File: src/inc/aqrx_pkg.sv
// constants and types for the four-channel receiver with one transmitter
// assumes one 200 MHz core clock; every slower rate is a one-cycle enable
package aqrx_pkg;
  localparam int unsigned NUM_CH = 4;
  // byte address pins, two-step addressing
  localparam logic [1:0] ADDR_BYTE0 = 2'h0;
  localparam logic [1:0] ADDR_CTRL = 2'h1;
  localparam logic [1:0] ADDR_BYTE2 = 2'h2;
  localparam logic [1:0] ADDR_TOP = 2'h3;
  // control bit positions
  localparam int unsigned CTRL_PROG_BIT = 4;
  localparam int unsigned CTRL_GO_BIT = 5;
  localparam int unsigned CTRL_LOOP_BIT = 6;
  localparam int unsigned CTRL_MASK_BIT = 7;
  // status bit positions
  localparam int unsigned STAT_DONE_BIT = 4;
  localparam int unsigned STAT_ACTIVE_BIT = 7;
  // sync/enable register
  localparam int unsigned SYNC_ENABLE_BIT = 7;
  // reset values
  localparam logic [7:0] CTRL_RESET = 8'h00;
  localparam logic [7:0] LABEL_RESET = 8'h00;
  localparam logic [7:0] SYNC_RESET = 8'h00;
  localparam logic [7:0] DIV_RESET = 8'h00;
  localparam logic [23:0] BUFFER_RESET = 24'h000000;
  // timing counts: prescale in core clock cycles, sync values in eight-cycle steps, tx gap in bit periods
  localparam logic [2:0] GAP_PRESCALE_MAX = 3'h7;
  localparam logic [6:0] SYNC_HIGH_SPEED = 7'h05;
  localparam logic [6:0] SYNC_LOW_SPEED = 7'h20;
  localparam logic [6:0] GAP_COUNT_MAX = 7'h7F;
  localparam logic [2:0] TX_GAP_PERIODS = 3'h4;
  localparam logic [5:0] WORD_BITS = 6'h20;
  // transmit byte queue
  localparam int unsigned TXQ_WIDTH = 10;
  localparam int unsigned TXQ_DEPTH = 8;
  typedef enum logic [1:0] {
    TX_IDLE = 2'b00,
    TX_SEND = 2'b01,
    TX_GAP = 2'b10
  } aqrx_tx_state_t;
endpackage

File: src/aqrx_fifo.sv
// small synchronous fifo with valid/ready on both sides
// assumes both sides on the core clock; full and empty are registered
`timescale 1ns/10ps
module aqrx_fifo #(
  parameter int unsigned WIDTH = 10,
  parameter int unsigned DEPTH = 8
) (
  input wire logic i_core_clk,
  input wire logic i_rst,
  input wire logic i_in_valid,
  output logic o_in_ready,
  input wire logic [WIDTH-1:0] i_in_data,
  output logic o_out_valid,
  input wire logic i_out_ready,
  output logic [WIDTH-1:0] o_out_data
);
  localparam int unsigned AW = $clog2(DEPTH);
  logic [WIDTH-1:0] mem [DEPTH];
  logic [AW-1:0] wr_ptr;
  logic [AW-1:0] rd_ptr;
  logic [AW:0] count;
  logic full;
  logic empty;
  wire push = i_in_valid & ~full;
  wire pop = i_out_ready & ~empty;
  wire [AW:0] next_count = count + {{AW{1'b0}}, push} - {{AW{1'b0}}, pop};
  assign o_in_ready = ~full;
  assign o_out_valid = ~empty;
  assign o_out_data = mem[rd_ptr];
  always_ff @(posedge i_core_clk) begin
    if (push) begin
      mem[wr_ptr] <= i_in_data;
    end
  end
  always_ff @(posedge i_core_clk) begin
    if (i_rst) begin
      wr_ptr <= '0;
      rd_ptr <= '0;
      count <= '0;
      full <= 1'b0;
      empty <= 1'b1;
    end else begin
      wr_ptr <= wr_ptr + AW'(push);
      rd_ptr <= rd_ptr + AW'(pop);
      count <= next_count;
      full <= (next_count == (AW+1)'(DEPTH));
      empty <= (next_count == '0);
    end
  end
endmodule

File: src/aqrx_top.sv
// four-channel two-wire serial receiver with one transmitter and byte bus
// assumes bus, line and strap pins are asynchronous to the core clock
//
// Operation
// - channel flag sets on accept, clears on read
// - interrupt low for flags or unmasked done, first mode only
// - done on completion, active during sending
// - control select bits address receive channels
// - program bit opens tx loading, clears done when written
// - go bit sends 32 bits, then clears
// - repeated go resends after four periods
// - loopback routes tx lines into selected channel
// - divider square wave, low bit forced zero
// - enable bit low blocks channel transfers in first mode
// - gap delay is (8n - 4) plus minus 4
// - bit clock is OR of both lines
// - falling clock resets gap counter, eight-cycle steps
// - transfer needs gap, no read, parity, label
// - label match moves 24 bits, sets flag
// - second mode moves label and payload, no match
// - even ones discarded when parity checked
// - read of first bytes holds off transfer
// - scan counter cycles channels unless held
// - modulo-4 load index, reset by control access
// - reset clears control, status, labels, syncs
// - first gap after reset is ignored
// - second mode sync fixed by speed strap
`timescale 1ns/10ps
module aqrx_top
  import aqrx_pkg::*;
(
  input wire logic i_core_clk,
  input wire logic i_rst,
  input wire logic i_chip_select_n,
  input wire logic [1:0] i_byte_addr_pins,
  input wire logic i_dir_or_scan_hold,
  input wire logic [7:0] i_data,
  output logic [7:0] o_data,
  output logic o_data_oe,
  input wire logic i_mode_b,
  input wire logic i_parity_en,
  input wire logic [1:0] i_speed_strap,
  input wire logic [aqrx_pkg::NUM_CH-1:0] i_line_one_in,
  input wire logic [aqrx_pkg::NUM_CH-1:0] i_line_zero_in,
  output logic [1:0] o_scan_channel_out,
  output logic o_interrupt_out_n,
  output logic o_irq_oe,
  output logic o_tx_load_ready
);
  import aqrx_pkg::*;

  // two-flop synchronisers for every pin
  logic cs_m, cs_s, cs_q, rw_m, rw_s, modeb_m, mode_b, par_m, par_en;
  logic [1:0] addr_m, addr_s, strap_m, strap_s;
  logic [7:0] data_m, data_s;
  logic [NUM_CH-1:0] one_m, one_s, zero_m, zero_s;
  always_ff @(posedge i_core_clk) begin
    cs_m <= i_chip_select_n;
    cs_s <= cs_m;
    rw_m <= i_dir_or_scan_hold;
    rw_s <= rw_m;
    addr_m <= i_byte_addr_pins;
    addr_s <= addr_m;
    data_m <= i_data;
    data_s <= data_m;
    modeb_m <= i_mode_b;
    mode_b <= modeb_m;
    par_m <= i_parity_en;
    par_en <= par_m;
    strap_m <= i_speed_strap;
    strap_s <= strap_m;
    one_m <= i_line_one_in;
    one_s <= one_m;
    zero_m <= i_line_zero_in;
    zero_s <= zero_m;
  end

  logic [7:0] ctrl;
  logic [7:0] divider;
  logic tx_done;
  logic [1:0] stack_idx;
  logic [1:0] scan;
  logic [NUM_CH-1:0][7:0] rx_label;
  logic [NUM_CH-1:0][7:0] rx_sync;
  logic [NUM_CH-1:0][23:0] rx_buf;
  logic [NUM_CH-1:0] rx_flags, rx_lock, rx_accept;
  aqrx_tx_state_t tx_state;

  // bus access framing: start on select fall, writes land on select rise
  logic acc_read;
  logic [1:0] acc_addr, acc_ch;
  logic [7:0] wr_data;
  wire acc_start = cs_q & ~cs_s;
  wire acc_end = ~cs_q & cs_s;
  wire read_now = mode_b | rw_s;
  wire wr_end = acc_end & ~mode_b & ~acc_read;
  wire prog = ctrl[CTRL_PROG_BIT];
  // a read at this address is a payload byte, not the control register
  wire ctrl_touch = acc_start & ~mode_b & ~read_now & (addr_s == ADDR_CTRL);
  wire wr_ctrl = wr_end & (acc_addr == ADDR_CTRL);
  wire wr_div = wr_end & (acc_addr == ADDR_BYTE0) & prog;
  wire wr_sync = wr_end & (acc_addr == ADDR_BYTE0) & ~prog;
  wire wr_stack = wr_end & (acc_addr == ADDR_TOP) & prog;
  wire wr_label = wr_end & (acc_addr == ADDR_TOP) & ~prog;
  wire [1:0] sel_idx = ctrl[0] ? 2'h0 : ctrl[1] ? 2'h1 : ctrl[2] ? 2'h2 : ctrl[3] ? 2'h3 : 2'h0;
  wire [1:0] rd_ch = mode_b ? scan : sel_idx;
  wire rd_lock_set = acc_start & read_now & ((addr_s == ADDR_BYTE0) | (addr_s == ADDR_CTRL));
  wire rd_last = acc_end & acc_read & (acc_addr == ADDR_BYTE2);
  wire [7:0] status = {tx_state == TX_SEND, 2'b00, tx_done, rx_flags};
  wire [23:0] rd_buf = rx_buf[rd_ch];
  wire [7:0] rd_mux = (addr_s == ADDR_TOP) ? (mode_b ? rx_label[rd_ch] : status) :
                      (addr_s == ADDR_BYTE0) ? rd_buf[7:0] :
                      (addr_s == ADDR_CTRL) ? rd_buf[15:8] : rd_buf[23:16];

  always_ff @(posedge i_core_clk) begin
    if (i_rst) begin
      cs_q <= 1'b1;
      acc_read <= 1'b1;
      acc_addr <= 2'h0;
      acc_ch <= 2'h0;
      wr_data <= 8'h00;
      o_data <= 8'h00;
      o_data_oe <= 1'b0;
    end else begin
      cs_q <= cs_s;
      if (acc_start) begin
        acc_read <= read_now;
        acc_addr <= addr_s;
        acc_ch <= rd_ch;
      end
      if (!cs_s) begin
        wr_data <= data_s;
      end
      o_data <= rd_mux;
      o_data_oe <= ~cs_s & read_now;
    end
  end

  // control register, done flag and load index
  wire tx_done_pulse;
  always_ff @(posedge i_core_clk) begin
    if (i_rst) begin
      ctrl <= CTRL_RESET;
      divider <= DIV_RESET;
      tx_done <= 1'b0;
      stack_idx <= 2'h0;
    end else begin
      if (wr_ctrl) begin
        ctrl <= wr_data;
      end else begin
        if (ctrl_touch) ctrl[CTRL_LOOP_BIT] <= 1'b0;
        if (tx_done_pulse) ctrl[CTRL_GO_BIT] <= 1'b0;
      end
      tx_done <= tx_done_pulse | (tx_done & ~(wr_ctrl & wr_data[CTRL_PROG_BIT]));
      if (ctrl_touch) begin
        stack_idx <= 2'h0;
      end else if (wr_stack) begin
        stack_idx <= stack_idx + 2'h1;
      end
      if (wr_div) divider <= wr_data;
    end
  end

  // queued byte loads let a write land while a word is still shifting
  logic q_valid, q_in_ready;
  logic [TXQ_WIDTH-1:0] q_data;
  logic [3:0][7:0] tx_stack;
  wire q_ready = (tx_state != TX_SEND);
  aqrx_fifo #(.WIDTH(TXQ_WIDTH), .DEPTH(TXQ_DEPTH)) u_txq (
    .i_core_clk(i_core_clk),
    .i_rst(i_rst),
    .i_in_valid(wr_stack),
    .o_in_ready(q_in_ready),
    .i_in_data({stack_idx, wr_data}),
    .o_out_valid(q_valid),
    .i_out_ready(q_ready),
    .o_out_data(q_data)
  );
  assign o_tx_load_ready = q_in_ready;
  always_ff @(posedge i_core_clk) begin
    if (i_rst) begin
      tx_stack <= '0;
    end else if (q_valid && q_ready) begin
      tx_stack[q_data[9:8]] <= q_data[7:0];
    end
  end

  // transmitter: half period is n/2 cycles since the low bit reads as zero
  logic [6:0] half_cnt;
  logic phase;
  logic [31:0] tx_shift;
  logic [5:0] tx_bits;
  logic [2:0] tx_gap;
  logic tx_one, tx_zero;
  wire [6:0] half_len = (divider[7:1] == 7'h00) ? 7'h01 : divider[7:1];
  wire half_tick = (half_cnt == half_len - 7'h01);
  wire go = ctrl[CTRL_GO_BIT];
  wire can_start = go & ~q_valid;
  assign tx_done_pulse = (tx_state == TX_SEND) & half_tick & phase & (tx_bits == WORD_BITS - 6'h01);
  always_ff @(posedge i_core_clk) begin
    if (i_rst) begin
      tx_state <= TX_IDLE;
      half_cnt <= 7'h00;
      phase <= 1'b0;
      tx_shift <= 32'h0000_0000;
      tx_bits <= 6'h00;
      tx_gap <= 3'h0;
      tx_one <= 1'b0;
      tx_zero <= 1'b0;
    end else begin
      half_cnt <= half_tick ? 7'h00 : half_cnt + 7'h01;
      if (half_tick) phase <= ~phase;
      case (tx_state)
        TX_IDLE: begin
          // start on go with all bytes loaded
          if (can_start && half_tick && phase) begin
            tx_state <= TX_SEND;
            tx_shift <= tx_stack;
            tx_bits <= 6'h00;
          end
        end
        TX_SEND: begin
          if (half_tick && !phase) begin
            tx_one <= tx_shift[0];
            tx_zero <= ~tx_shift[0];
          end else if (half_tick && phase) begin
            tx_one <= 1'b0;
            tx_zero <= 1'b0;
            tx_shift <= {tx_shift[0], tx_shift[31:1]};
            tx_bits <= tx_bits + 6'h01;
            if (tx_done_pulse) begin
              tx_state <= TX_GAP;
              tx_gap <= 3'h0;
            end
          end
        end
        TX_GAP: begin
          // four silent periods before a resend
          if (half_tick && phase) begin
            tx_gap <= tx_gap + 3'h1;
            if (tx_gap == TX_GAP_PERIODS - 3'h1) begin
              tx_state <= can_start ? TX_SEND : TX_IDLE;
              tx_bits <= 6'h00;
            end
          end
        end
        default: tx_state <= TX_IDLE;
      endcase
    end
  end

  // loopback replaces the selected channel's line inputs
  wire loop_on = ctrl[CTRL_LOOP_BIT] & go;
  wire [NUM_CH-1:0] sel_onehot = 4'h1 << sel_idx;
  wire [NUM_CH-1:0] loop_mask = (loop_on && ctrl[3:0] != 4'h0) ? sel_onehot : 4'h0;
  wire [NUM_CH-1:0] rx_one = (one_s & ~loop_mask) | (loop_mask & {NUM_CH{tx_one}});
  wire [NUM_CH-1:0] rx_zero = (zero_s & ~loop_mask) | (loop_mask & {NUM_CH{tx_zero}});

  // shared eight-cycle step for the gap counters
  logic [2:0] prescale;
  wire gap_step = (prescale == GAP_PRESCALE_MAX);
  always_ff @(posedge i_core_clk) begin
    if (i_rst) prescale <= 3'h0;
    else prescale <= prescale + 3'h1;
  end

  genvar gi;
  for (gi = 0; gi < NUM_CH; gi++) begin : g_rx
    logic rclk_q, gap_done, first_seen, armed, par;
    logic [31:0] shift;
    logic [5:0] bits;
    logic [6:0] gcnt;
    wire rclk = rx_one[gi] | rx_zero[gi];
    wire rise = rclk & ~rclk_q;
    wire fall = ~rclk & rclk_q;
    // strapped sync values in second mode
    wire [6:0] n_eff = mode_b ? ((2'(gi) < strap_s) ? SYNC_HIGH_SPEED : SYNC_LOW_SPEED)
                              : rx_sync[gi][6:0];
    // gap after n steps of eight cycles
    wire gap_ev = gap_step & ~gap_done & (n_eff != 7'h00) & (gcnt + 7'h01 == n_eff);
    wire label_ok = mode_b | (rx_sync[gi][SYNC_ENABLE_BIT] & (shift[7:0] == rx_label[gi]));
    assign rx_accept[gi] = gap_ev & armed & (bits == WORD_BITS) & ~rx_lock[gi]
                           & (~par_en | par) & label_ok;
    wire clr = rd_last & (acc_ch == 2'(gi));
    always_ff @(posedge i_core_clk) begin
      if (i_rst) begin
        rclk_q <= 1'b0;
        gap_done <= 1'b0;
        first_seen <= 1'b0;
        armed <= 1'b0;
        par <= 1'b0;
        shift <= 32'h0000_0000;
        bits <= 6'h00;
        gcnt <= 7'h00;
        rx_flags[gi] <= 1'b0;
        rx_lock[gi] <= 1'b0;
        rx_label[gi] <= LABEL_RESET;
        rx_sync[gi] <= SYNC_RESET;
        rx_buf[gi] <= BUFFER_RESET;
      end else begin
        rclk_q <= rclk;
        if (rise) begin
          shift <= {rx_one[gi], shift[31:1]};
          par <= par ^ rx_one[gi];
          if (bits != WORD_BITS) bits <= bits + 6'h01;
        end
        // falling edge restarts the gap count
        if (fall) begin
          gcnt <= 7'h00;
          gap_done <= 1'b0;
        end else if (gap_step && gcnt != GAP_COUNT_MAX) begin
          gcnt <= gcnt + 7'h01;
        end
        if (gap_ev) begin
          gap_done <= 1'b1;
          // first gap only sets first_seen; the second gap arms
          first_seen <= 1'b1;
          armed <= first_seen;
          bits <= 6'h00;
          par <= 1'b0;
        end
        if (rx_accept[gi]) begin
          rx_buf[gi] <= shift[31:8];
          // label taken from the word in second mode
          if (mode_b) rx_label[gi] <= shift[7:0];
        end
        rx_flags[gi] <= rx_accept[gi] | (rx_flags[gi] & ~clr);
        // hold off from first read to last byte
        if (rd_lock_set && rd_ch == 2'(gi)) rx_lock[gi] <= 1'b1;
        else if (clr) rx_lock[gi] <= 1'b0;
        if (wr_sync && ctrl[gi]) rx_sync[gi] <= wr_data;
        if (wr_label && ctrl[gi]) rx_label[gi] <= wr_data;
      end
    end
  end

  // scan counter, held by the direction pin
  always_ff @(posedge i_core_clk) begin
    if (i_rst) scan <= 2'h0;
    else if (mode_b && !rw_s) scan <= scan + 2'h1;
  end

  // interrupt drive; the pin is a strap input in second mode
  wire irq_on = ~mode_b & ((|rx_flags) | (tx_done & ~ctrl[CTRL_MASK_BIT]));
  always_ff @(posedge i_core_clk) begin
    if (i_rst) begin
      o_interrupt_out_n <= 1'b1;
      o_irq_oe <= 1'b0;
      o_scan_channel_out <= 2'h0;
    end else begin
      o_interrupt_out_n <= ~irq_on;
      o_irq_oe <= irq_on;
      // pins carry the tx lines in first mode, the scanned channel in second
      o_scan_channel_out <= mode_b ? scan : {tx_one, tx_zero};
    end
  end
endmodule

File: config.mk
export PLATFORM = sky130hd
export DESIGN_NAME = aqrx_top
export DESIGN_NICKNAME = d
export VERILOG_FILES = /design/src/inc/aqrx_pkg.sv /design/src/aqrx_fifo.sv /design/src/aqrx_top.sv
export SDC_FILE = /design/constraint.sdc
export NUM_CORES = 1
export LEC_CHECK = 0
export BUFFER_PORTS_ARGS = -buffer_cell sky130_fd_sc_hd__buf_2
export CORE_ASPECT_RATIO = 1.5
export CORE_UTILIZATION = 45
export CTS_CLUSTER_DIAMETER = 100
export DETAILED_ROUTE_END_ITERATION = 10
export PLACE_DENSITY_LB_ADDON = 0.05
export SYNTH_ARGS = -nofsm -noshare
export SYNTH_HDL_FRONTEND = slang
export SYNTH_HIERARCHICAL = 1
export SYNTH_SLANG_ARGS = --single-unit
File: constraint.sdc
create_clock -name i_core_clk -period 4.9 [get_ports i_core_clk]
set_clock_uncertainty 0.1 [all_clocks]
set_input_delay 0.245 -clock i_core_clk [delete_from_list [all_inputs] [get_ports i_core_clk]]
set_output_delay 0.245 -clock i_core_clk [all_outputs]
set_load 0.02 [all_outputs]
==> results.md, run 1 <==
- Status: finished, violations left
- Violated checks: negative hold slack
- Crit path capture type: flop
- Post-synth top area cell: dfxtp_1
- Row count: 108
- Synth warnings: 6
- Critical Path Fanout Max: 36
- Mean post-synth cell area: 9.34 sq um
- Die width: 201 um
- Critical path class: reg -> reg
- FILL cells: 5436
- Net Sw Frac: 24.2%
- Nets: 2904
- Fmax: 272 MHz
- Number of synthesized flops with an enable pin: 80
- Post-Synthesis Net Count: 2905
- Critical Path Start Type: flop
- Mapped Cells: 2853
- LEAKAGE: 11.7 nW
- DRT Pass-1 Iters: 5
- First-pass GRT wire length: 110000 um
- Ys flop type: dfxtp_1
- Clock transition at path regs: 60 ps
- RSZ-0062 raised after global routing: no
- Worst-skew pair later-pin latency: 630 ps
- Seq pwr share: 49.4%
- Synth area leaders: dfxtp_1, edfxtp_1, nand2_1
- Hold_ws: -19.3 ps
- Final Max Slew Viols: 0
- Largest net degree at the start of global routing: 135
- Crit path required time: 5330 ps
- Worst hold path type: in -> reg
- Initial Utilization: 45.7%
- Cell Area, Synth: 0.0266 sq mm
- Sink Count: 643
- Chip Height: 300 um
- I/O pins: 40
- Vias in the first global route: 19400
- Placer Congestion: 0.840
- CTS Buf Count: 61
- Seq/Total Area, Yosys: 51.3%
- Setup TNS: 0 ps
- Combinational share of power: 8.3%
- Drt initial violations: 1196
- Dpl hpwl: 46800 um
- Top post-synthesis cells by count: dfxtp_1, nand2_1, nor2_1
- Power density over cell area: 380 mW/mm^2
- Die ar.: 0.0602 sq mm
- Via density: 5.41
- Initial antenna violation count: 1
- Core ar.: 0.0582 sq mm
- Most frequent cell after synthesis: dfxtp_1
- Max clock buf depth: 3
- Placed Area: 0.0276 sq mm
- CTS tree: yes
- Area fraction of the dominant cell type after synthesis: 42.3%
- Area Growth Syn to Fin: 11.9%
- Flops & latches, synth: 643
- Fin. Hold Viols: 3
- FF-to-FF setup slack: 1220 ps
- Seq. cell area: 0.0137 sq mm
- DR DRC count: 0
- Final period utilization: 75.1%
- Gr usage total: 23.2%
- Final setup vio count: 0
- Ys async rst share: 0%
- Layout cells sized above 1: 9.00%
- Max-Cap Viols: 0
- Wire length per cell: 19.1 um
- Multi-input gate area: 0.0122 sq mm
- Port buffer count: 39
- Via Count: 19900
- Antenna diode count: 0
- Post-CTS sizing: 0
- Yosys cell types: 78
- Internal power: 8.58 mW
- Peak VDD IR: 0.000282 V
- Worst EP arrival: 4110 ps
- Antenna Nets Post-Route: 0
- Final WS setup: 1220 ps
- Slew headroom: 20.1%
- Worst-Margin Slew: 1200 ps
- Net Switching: 2.74 mW
- Clock Root Buffer: clkbuf_16
- Final instance area: 0.0298 sq mm
- Overflow after GRT: 0
- DP Worst Slack: 1220 ps
- Tmin final: 3680 ps
- H-tree levels: 2
- Clock power share: 42.2%
- WL final: 70100 um
-- what timing repair did --
action | CTS | global route
hold buffers | 24 | 0
hold endpoints to repair | 24 | 0
buffers inserted | 0 | 0
endpoints found under the setup margin | 0 | 0
-- power groups by stage --
stage               registers (mW)  logic, mW  clock network, mW
global placement              5.71      0.923                  0
detailed placement            5.72      0.941                  0
floorplan                     5.63      0.707                  0
CTS                           5.60      0.959               4.90
finish                        5.60      0.943               4.78
global route                  5.62       1.03               5.11
-- per-layer routing --
layer / vias up / GRT usage, % / routed length, um
met5: - / 0 / 0
met4: 0 / 6.47 / 1640
met3: 102 / 2.81 / 2310
met2: 333 / 43.3 / 36400
met1: 9637 / 27.8 / 29700
li1: 9784 / - / -
-- logic make-up (layout without fill, tap and decap cells) --
family / count (synthesis) / count (layout) / share of synthesized area, %
DFF: 643 / 643 / 51.3
xor gates and xnor gates: 132 / 132 / 4.55
AOI/OAI and AO/OA: 406 / 406 / 9.17
adders and majority gates: 26 / 26 / 1.25
muxes: 259 / 259 / 11.4
buffers and inverters: 211 / 257 / 3.16
and+or+nand+nor: 1176 / 1176 / 19.2
-- state kept, by name, summed over array words and instances, names as in the netlist, 24 cells and up --
signal      count
rx_label       32
rx_sync        32
tx_stack       32
rx_buf         96
g_rx.shift    128
tx_shift       32
u_txq/mem      80
g_rx.bits      24
g_rx.gcnt      28
-- metrics by stage --
| stage | cells | utilization [%] | power [mW] | hold slack, ps |
|---|---|---|---|---|
| 6_report | 3669 | 51.2 | 11.3 | -19.3 |
| 5_1_grt | 3669 | 51.2 | 11.8 | 24.5 |
| 2_1_floorplan | 2853 | - | 6.34 | 173 |
| 4_1_cts | 3669 | 51.2 | 11.5 | 2.37 |
| 3_3_place_gp | 3535 | 47.3 | 6.64 | 214 |
| 3_5_place_dp | 3535 | 47.3 | 6.66 | 212 |
-- layout make-up --
cell class | count | share of cell area (%)
sequential | 643 | 45.9
multi-input combinational | 1999 | 40.9
clock buffer | 80 | 5.69
tap | 770 | 3.23
timing repair buffer | 105 | 2.76
clock inverter | 30 | 1.02
inverter | 42 | 0.529
-- path summary, 6_finish.rpt --
kind | startpoint | endpoint | cells after the start
worst max-delay path | mode_b | o_data[4] | 9
worst min-delay path | i_rst | rx_buf[85] | 2
worst max register to register | mode_b | o_data[4] | 9
worst min register to register | one_m[3] | one_s[3] | 0
-- worst max-delay path, cell delays in order (launching register included) --
cell and delay (ps):
dfxtp_2 680, buf_4 460, o21bai_1 240, o31a_2 690, buf_12 300, nand2_1 140, and3_1 190, a311oi_1 330
a311oi_1 160, nor4_1 250
-- cells in the final DEF (no fill, tap or decap), types with 5 or more instances in the layout --
cell	Yosys	layout
o21ai_0	24	24
nor4_1	18	18
or3_1	7	7
ha_1	25	25
nor3_1	25	24
dlygate4sd3_1	0	24
nor3b_1	10	10
a211oi_1	39	39
nand4_1	21	21
nand2_1	555	555
a311oi_1	15	14
buf_12	0	5
a31oi_1	16	16
mux2i_1	190	190
clkinv_2	0	12
bufinv_16	0	6
nor2b_1	24	24
mux4_1	20	20
buf_4	0	37
nor2_1	318	314
buf_2	15	38
a21o_1	6	6
nand3_1	98	98
edfxtp_1	80	80
clkbuf_1	146	9
o22ai_1	8	8
clkinv_1	0	6
dfxtp_1	563	562
a21oi_1	250	250
nor4b_1	7	7
and2_1	9	9
xor2_1	74	74
clkbuf_8	0	10
xnor2_1	54	54
nand2b_1	22	21
inv_1	42	42
and3_1	29	29
or2_2	9	9
mux2_2	45	45
clkbuf_16	0	61
(Power assumes the default switching activity.)
==> inputs of run 2 (changes only) <==
==> constraint.sdc (replaced) <==
create_clock -name i_core_clk -period 3.7 [get_ports i_core_clk]
set_clock_uncertainty 0.1 [all_clocks]
set_input_delay 0.185 -clock i_core_clk [delete_from_list [all_inputs] [get_ports i_core_clk]]
set_output_delay 0.185 -clock i_core_clk [all_outputs]
set_load 0.02 [all_outputs]
==> results.md, run 2 (synthesis gave the netlist of run 1 again) <==
- Row count: 108 (unchanged)
- Crit path capture type: flop
- Final setup vio count: 0 (unchanged)
- Most frequent cells in the layout: dfxtp_1, nand2_1, nor2_1, a21oi_1, mux2i_1
- Final instance area: 0.0301 sq mm (+1.0%)
- Max-Cap Viols: 0 (unchanged)
- DP Worst Slack: 162 ps (-1060 ps)
- Overflow after GRT: 0 (unchanged)
- Vias in the first global route: 19400 (-0.38%)
- Critical path class: reg -> reg
- DR DRC count: 0 (unchanged)
- Final period utilization: 93.3% (+18 points)
- Critical Path Start Type: flop
- Power density over cell area: 510 mW/mm^2 (+34%)
- Setup TNS: 0 ps (unchanged)
- Layout cells sized above 1: 9.96% (+0.96 points)
- Reg with most FFs: g_rx.shift
- Non-filler cells, final: 3691 (+0.60%)
- Worst EP arrival: 3950 ps (-160 ps)
- CTS Buf Count: 61 (unchanged)
- Antenna diode count: 0 (unchanged)
- Area Growth Syn to Fin: 13.0%
- Most common cell after layout, fill and taps aside: dfxtp_1
- CP cell instances: buf_4 -> o21bai_1 -> o31a_2 -> buf_4 -> nand2_1 -> a311oi_1 -> a311oi_1 -> nor4_1 -> buf_4
- Fmax: 290 MHz (+6.7%)
- # Post-CTS Setup Buffers: 0 (unchanged)
- Initial Utilization: 45.7% (unchanged)
- Post-CTS sizing: 0 (unchanged)
- Antenna Nets Post-Route: 0 (unchanged)
- Slowest cell on crit path: o31a_2
- Final WS setup: 248 ps (-970 ps)
- Peak VDD IR: 0.000366 V (+30%)
- Worst-Margin Slew: 1090 ps (-105 ps)
- CTS tree: yes
- Initial antenna violation count: 0 (-1)
- Worst-skew pair later-pin latency: 660 ps (+30 ps)
- Worst path most repeated cell: buf_4
- Die ar.: 0.0602 sq mm (unchanged)
- I/O pins: 40 (unchanged)
- Placed cell count: 3552 (+0.48%)
- Fin. Hold Viols: 0 (-3)
- Placer Congestion: 0.855 (+1.8%)
- Placed Area: 0.0277 sq mm (+0.40%)
- Drt initial violations: 1161 (-2.9%)
- Nets: 2922 (+0.62%)
- Dpl hpwl: 47300 um (+1.2%)
- LEAKAGE: 11.9 nW (+1.4%)
- WL final: 70000 um (about the same)
- Die width: 201 um (unchanged)
- Delay of the slowest critical-path stage: 650 ps (-40 ps)
- Critical Path Fanout Max: 31 (-14%)
- Clock Root Buffer: clkbuf_16
- Via density: 5.41 (about the same)
- Largest regs: g_rx.shift x128, rx_buf x96, u_txq/mem x80
- Max FFs per register: 128 (unchanged)
- RSZ-0062 raised after global routing: no
- Sink Count: 643 (unchanged)
- Status: completed
- Worst hold path type: in -> reg
- Crit path required time: 4200 ps (-1130 ps)
- Total Power: 15.4 mW (+36%)
- DRT Pass-1 Iters: 5 (unchanged)
- Tmin final: 3450 ps (-230 ps)
- H-tree levels: 2 (unchanged)
- Core ar.: 0.0582 sq mm (unchanged)
- Largest net degree at the start of global routing: 107 (-21%)
- Gr usage total: 23.0% (-0.16 points)
- First-pass GRT wire length: 109000 um (-0.67%)
- Port buffer count: 39 (unchanged)
- Wire length per cell: 19.0 um (-0.64%)
- Slew headroom: 27.2% (+7.1 points)
- Via Count: 20000 (+0.59%)
- Final Max Slew Viols: 0 (unchanged)
- Max clock buf depth: 3 (unchanged)
- Clock transition at path regs: 60 ps (about the same)
- Chip Height: 300 um (unchanged)
## run 2: cell types whose count changed in the layout (fill, tap and decap cells not counted), moves of 2 or more
cell        change
buf_4          +18
clkbuf_1        -3
clkbuf_8        +5
clkinv_1        -6
clkinv_2        +3
clkinv_4        +3
clkinvlp_2      -3
clkinvlp_4      +2
inv_6           -2
## run 2: per-layer routing
layer | global-route usage (%) | routed length [um]
met4 | 7.76 | 2100
met3 | 3.01 | 2330
met1 | 27.3 | 29600
met2 | 42.5 | 36000
met5 | 0 | 0
## run 2: critical path: cells and delay by family (launching register included)
kind / cells / cell delay (ps)
simple gates: 2 / 600
flops: 1 / 440
compound gates: 4 / 1300
buf+inv: 3 / 940
## run 2: what timing repair did
action	in CTS	in global routing
hold endpoints to repair	99	0
setup endpoints to repair	0	0
hold buffers	25	0
## run 2: final timing paths
check                           cells after the start   endpoint                 from  slack, ps
worst max-delay path                                9  o_data[2]               mode_b        250
worst min-delay path                                2  addr_m[1]  i_byte_addr_pins[1]         70
worst max register to register                      9  o_data[2]               mode_b        250
worst min register to register                      0  data_s[6]            data_m[6]        230
## run 2: metrics by stage
| stage | utilization (%) | hold WS, ps |
|---|---|---|
| finish | 51.7 | 66.9 |
| global route | 51.7 | 41.3 |
| CTS | 51.7 | 23.2 |
| detailed placement | 47.5 | 189 |
| global placement | 47.5 | 187 |
| floorplan | - | 113 |
## run 2: layout make-up
cell class / count / area, sq um
fillers: 5352 / 28100
repair buffers: 123 / 948
flip-flops and latches: 643 / 13700
well taps: 770 / 963
multi-input cells: 1999 / 12200
clock buffers: 83 / 1780
inverters: 42 / 158
clock inverters: 31 / 400
## run 2: power breakdown
| part | leakage [nW] | total (mW) | switching (mW) | internal [mW] |
|---|---|---|---|---|
| combinational | 5.53 | 1.29 | 0.759 | 0.530 |
| clock | 1.08 | 6.69 | 2.81 | 3.88 |
| sequential | 5.30 | 7.38 | 0.156 | 7.22 |
| total | 11.9 | 15.4 | 3.73 | 11.6 |
==> inputs of run 3 (changes only) <==
--- a/config.mk
+++ b/config.mk
@@ -5,11 +5,11 @@
 export SDC_FILE = /design/constraint.sdc
 export NUM_CORES = 1
 export LEC_CHECK = 0
-export BUFFER_PORTS_ARGS = -buffer_cell sky130_fd_sc_hd__buf_2
 export CORE_ASPECT_RATIO = 1.5
 export CORE_UTILIZATION = 45
-export CTS_CLUSTER_DIAMETER = 100
+export CTS_CLUSTER_SIZE = 25
 export DETAILED_ROUTE_END_ITERATION = 10
+export DONT_BUFFER_PORTS = 1
 export PLACE_DENSITY_LB_ADDON = 0.05
 export SYNTH_ARGS = -nofsm -noshare
 export SYNTH_HDL_FRONTEND = slang
==> results.md, run 3 (synthesis gave the netlist of run 1 again) <==
- Slew headroom: 21.8% (-5.4 points)
- Core ar.: 0.0582 sq mm (unchanged)
- Row count: 108 (unchanged)
- Initial antenna violation count: 1 (+1)
- Gr busiest metal: met2
- FF-to-FF setup slack: 160 ps (-90 ps)
- Most common cell after layout, fill and taps aside: dfxtp_1
- Fmax: 282 MHz (-2.6%)
- Max clock buf depth: 3 (unchanged)
- Crit path required time: 4120 ps (-80 ps)
- Setup TNS: 0 ps (unchanged)
- Dpl hpwl: 45700 um (-3.4%)
- I/O pins: 40 (unchanged)
- CP endpoint: rx_buf[81]
- Final period utilization: 95.8% (+2.5 points)
- Placer Congestion: 0.814 (-4.8%)
- Clock Root Buffer: clkbuf_16
- DRT Pass-1 Iters: 5 (unchanged)
- Via Count: 21200 (+6.1%)
- Reg with most FFs: g_rx.shift
- First-pass GRT wire length: 116000 um (+6.3%)
- Final setup vio count: 0 (unchanged)
- Overflow after GRT: 0 (unchanged)
- Port buffer count: 0 (-100%)
- WHS Path Cells: 1 (-1)
- Critical path class: reg -> reg
- Largest net degree at the start of global routing: 265 (+150%)
- Largest regs: g_rx.shift x128, rx_buf x96, u_txq/mem x80
- CTS tree: yes
- Chip Height: 300 um (unchanged)
- DR DRC count: 0 (unchanged)
- Critical Path Start Type: flop
- H-tree levels: 2 (unchanged)
- Antenna Nets Post-Route: 0 (unchanged)
- Die width: 201 um (unchanged)
- Crit path capture type: flop
- Critical path origin: g_rx[3].bits[0]
- CTS Buf Count: 61 (unchanged)
- Tmin final: 3540 ps (+91.7 ps)
- Nets: 3170 (+8.5%)
- Worst reg2reg path startpoint: g_rx[3].bits[0]
- RR Endpoint: rx_buf[81]
- Vias in the first global route: 21100 (+9.0%)
- Max FFs per register: 128 (unchanged)
- Critical Path Fanout Max: 25 (-19%)
- Antenna diode count: 0 (unchanged)
- Layout cells sized above 1: 8.06% (-1.9 points)
- LEAKAGE: 13.7 nW (+15%)
- Die ar.: 0.0602 sq mm (unchanged)
- Drt initial violations: 1221 (+5.2%)
- FILL cells: 5237 (-2.1%)
- Most frequent cells in the layout: dfxtp_1, nand2_1, nor2_1, dlygate4sd3_1, a21oi_1
- Max-Cap Viols: 0 (unchanged)
- Status: completed
- Via density: 5.39 (-0.47%)
- Reg2reg path depth: 11 (+2)
- Wire length per cell: 18.9 um (-0.41%)
- Grt met3 use: 2.66% (-0.36 points)
- WL final: 74400 um (+6.1%)
- Gr usage total: 24.4% (+1.4 points)
- Initial Utilization: 45.7% (unchanged)
- Routing usage on met1: 28.4% (+1.0 points)
- Fin. Hold Viols: 0 (unchanged)
- Sink Count: 643 (unchanged)
- Total Power: 15.4 mW (+0.52%)
- Worst EP arrival: 3970 ps (+20 ps)
- Peak VDD IR: 0.000370 V (+1.3%)
- Clock transition at path regs: 70 ps (about the same)
- Worst hold path type: in -> reg
- Worst-Margin Slew: 1170 ps (+80.6 ps)
- Met2 Use GR: 46.2% (+3.8 points)
- Worst-skew pair later-pin latency: 650 ps (about the same)
- Area Growth Syn to Fin: 23.3%
- Power density over cell area: 470 mW/mm^2 (-7.9%)
- Final Max Slew Viols: 0 (unchanged)
## run 3: routing by layer
metal  part of all wire, %  up-vias
met2                    53      392
met1                    41    10400
li1                      -    10300
met5                     0        -
met3                   3.4      122
met4                   2.9        0
## run 3: stage by stage
stage                     setup slack (ps)  hold WS (ps)  cells  util (%)  cell area, sq um
after detailed placement               406           113   3513      47.2             27500
after floorplan                        711           113   2853         -             26600
after global placement                 476           113   3513      47.2             27500
after CTS                             37.1         0.874   3931      56.3             32800
after global routing                 -9.23          6.70   3934      56.4             32900
final                                  156          23.5   3934      56.4             32900
## run 3: worst min-delay path by stage
stage | start | to | slack [ps]
after global routing | i_data[5] | data_m[5] | 7
after floorplan | i_byte_addr_pins[0] | addr_m[0] | 110
after CTS | i_data[5] | data_m[5] | 0.9
final | i_data[5] | data_m[5] | 20
after detailed placement | i_data[1] | data_m[1] | 110
after global placement | i_line_one_in[3] | one_m[3] | 110
## run 3: cell type report
class	count	area, sq um	share of cell area, %
inverter	42	158	0.480
multi-input combinational	1999	12200	37.2
timing repair buffer	371	3660	11.1
sequential	643	13700	41.6
tap	770	963	2.93
clock buffer	86	1890	5.75
clock inverter	23	285	0.868
## run 3: report_power, final
group | internal [mW] | switching (mW) | total (mW)
logic | 0.597 | 0.726 | 1.32
clock network | 3.91 | 2.81 | 6.72
registers | 7.22 | 0.170 | 7.39
total | 11.7 | 3.71 | 15.4
## run 3: critical path: stages (launching register included)
cell and delay (ps):
dfxtp_1 320, inv_1 90, ha_1 140, nor4b_1 250
nand2_1 160, or4b_2 750, a2111oi_4 380, nand4_2 140
buf_6 230, mux2i_1 210, nor2_1 60, dlygate4sd3_1 550
## run 3: repair_timing
item | CTS | global route
hold buffers | 309 | 0
endpoints found under the setup margin | 0 | 71
resized for setup | 0 | 11
buffers inserted | 0 | 2
endpoints found under the hold margin | 517 | 0
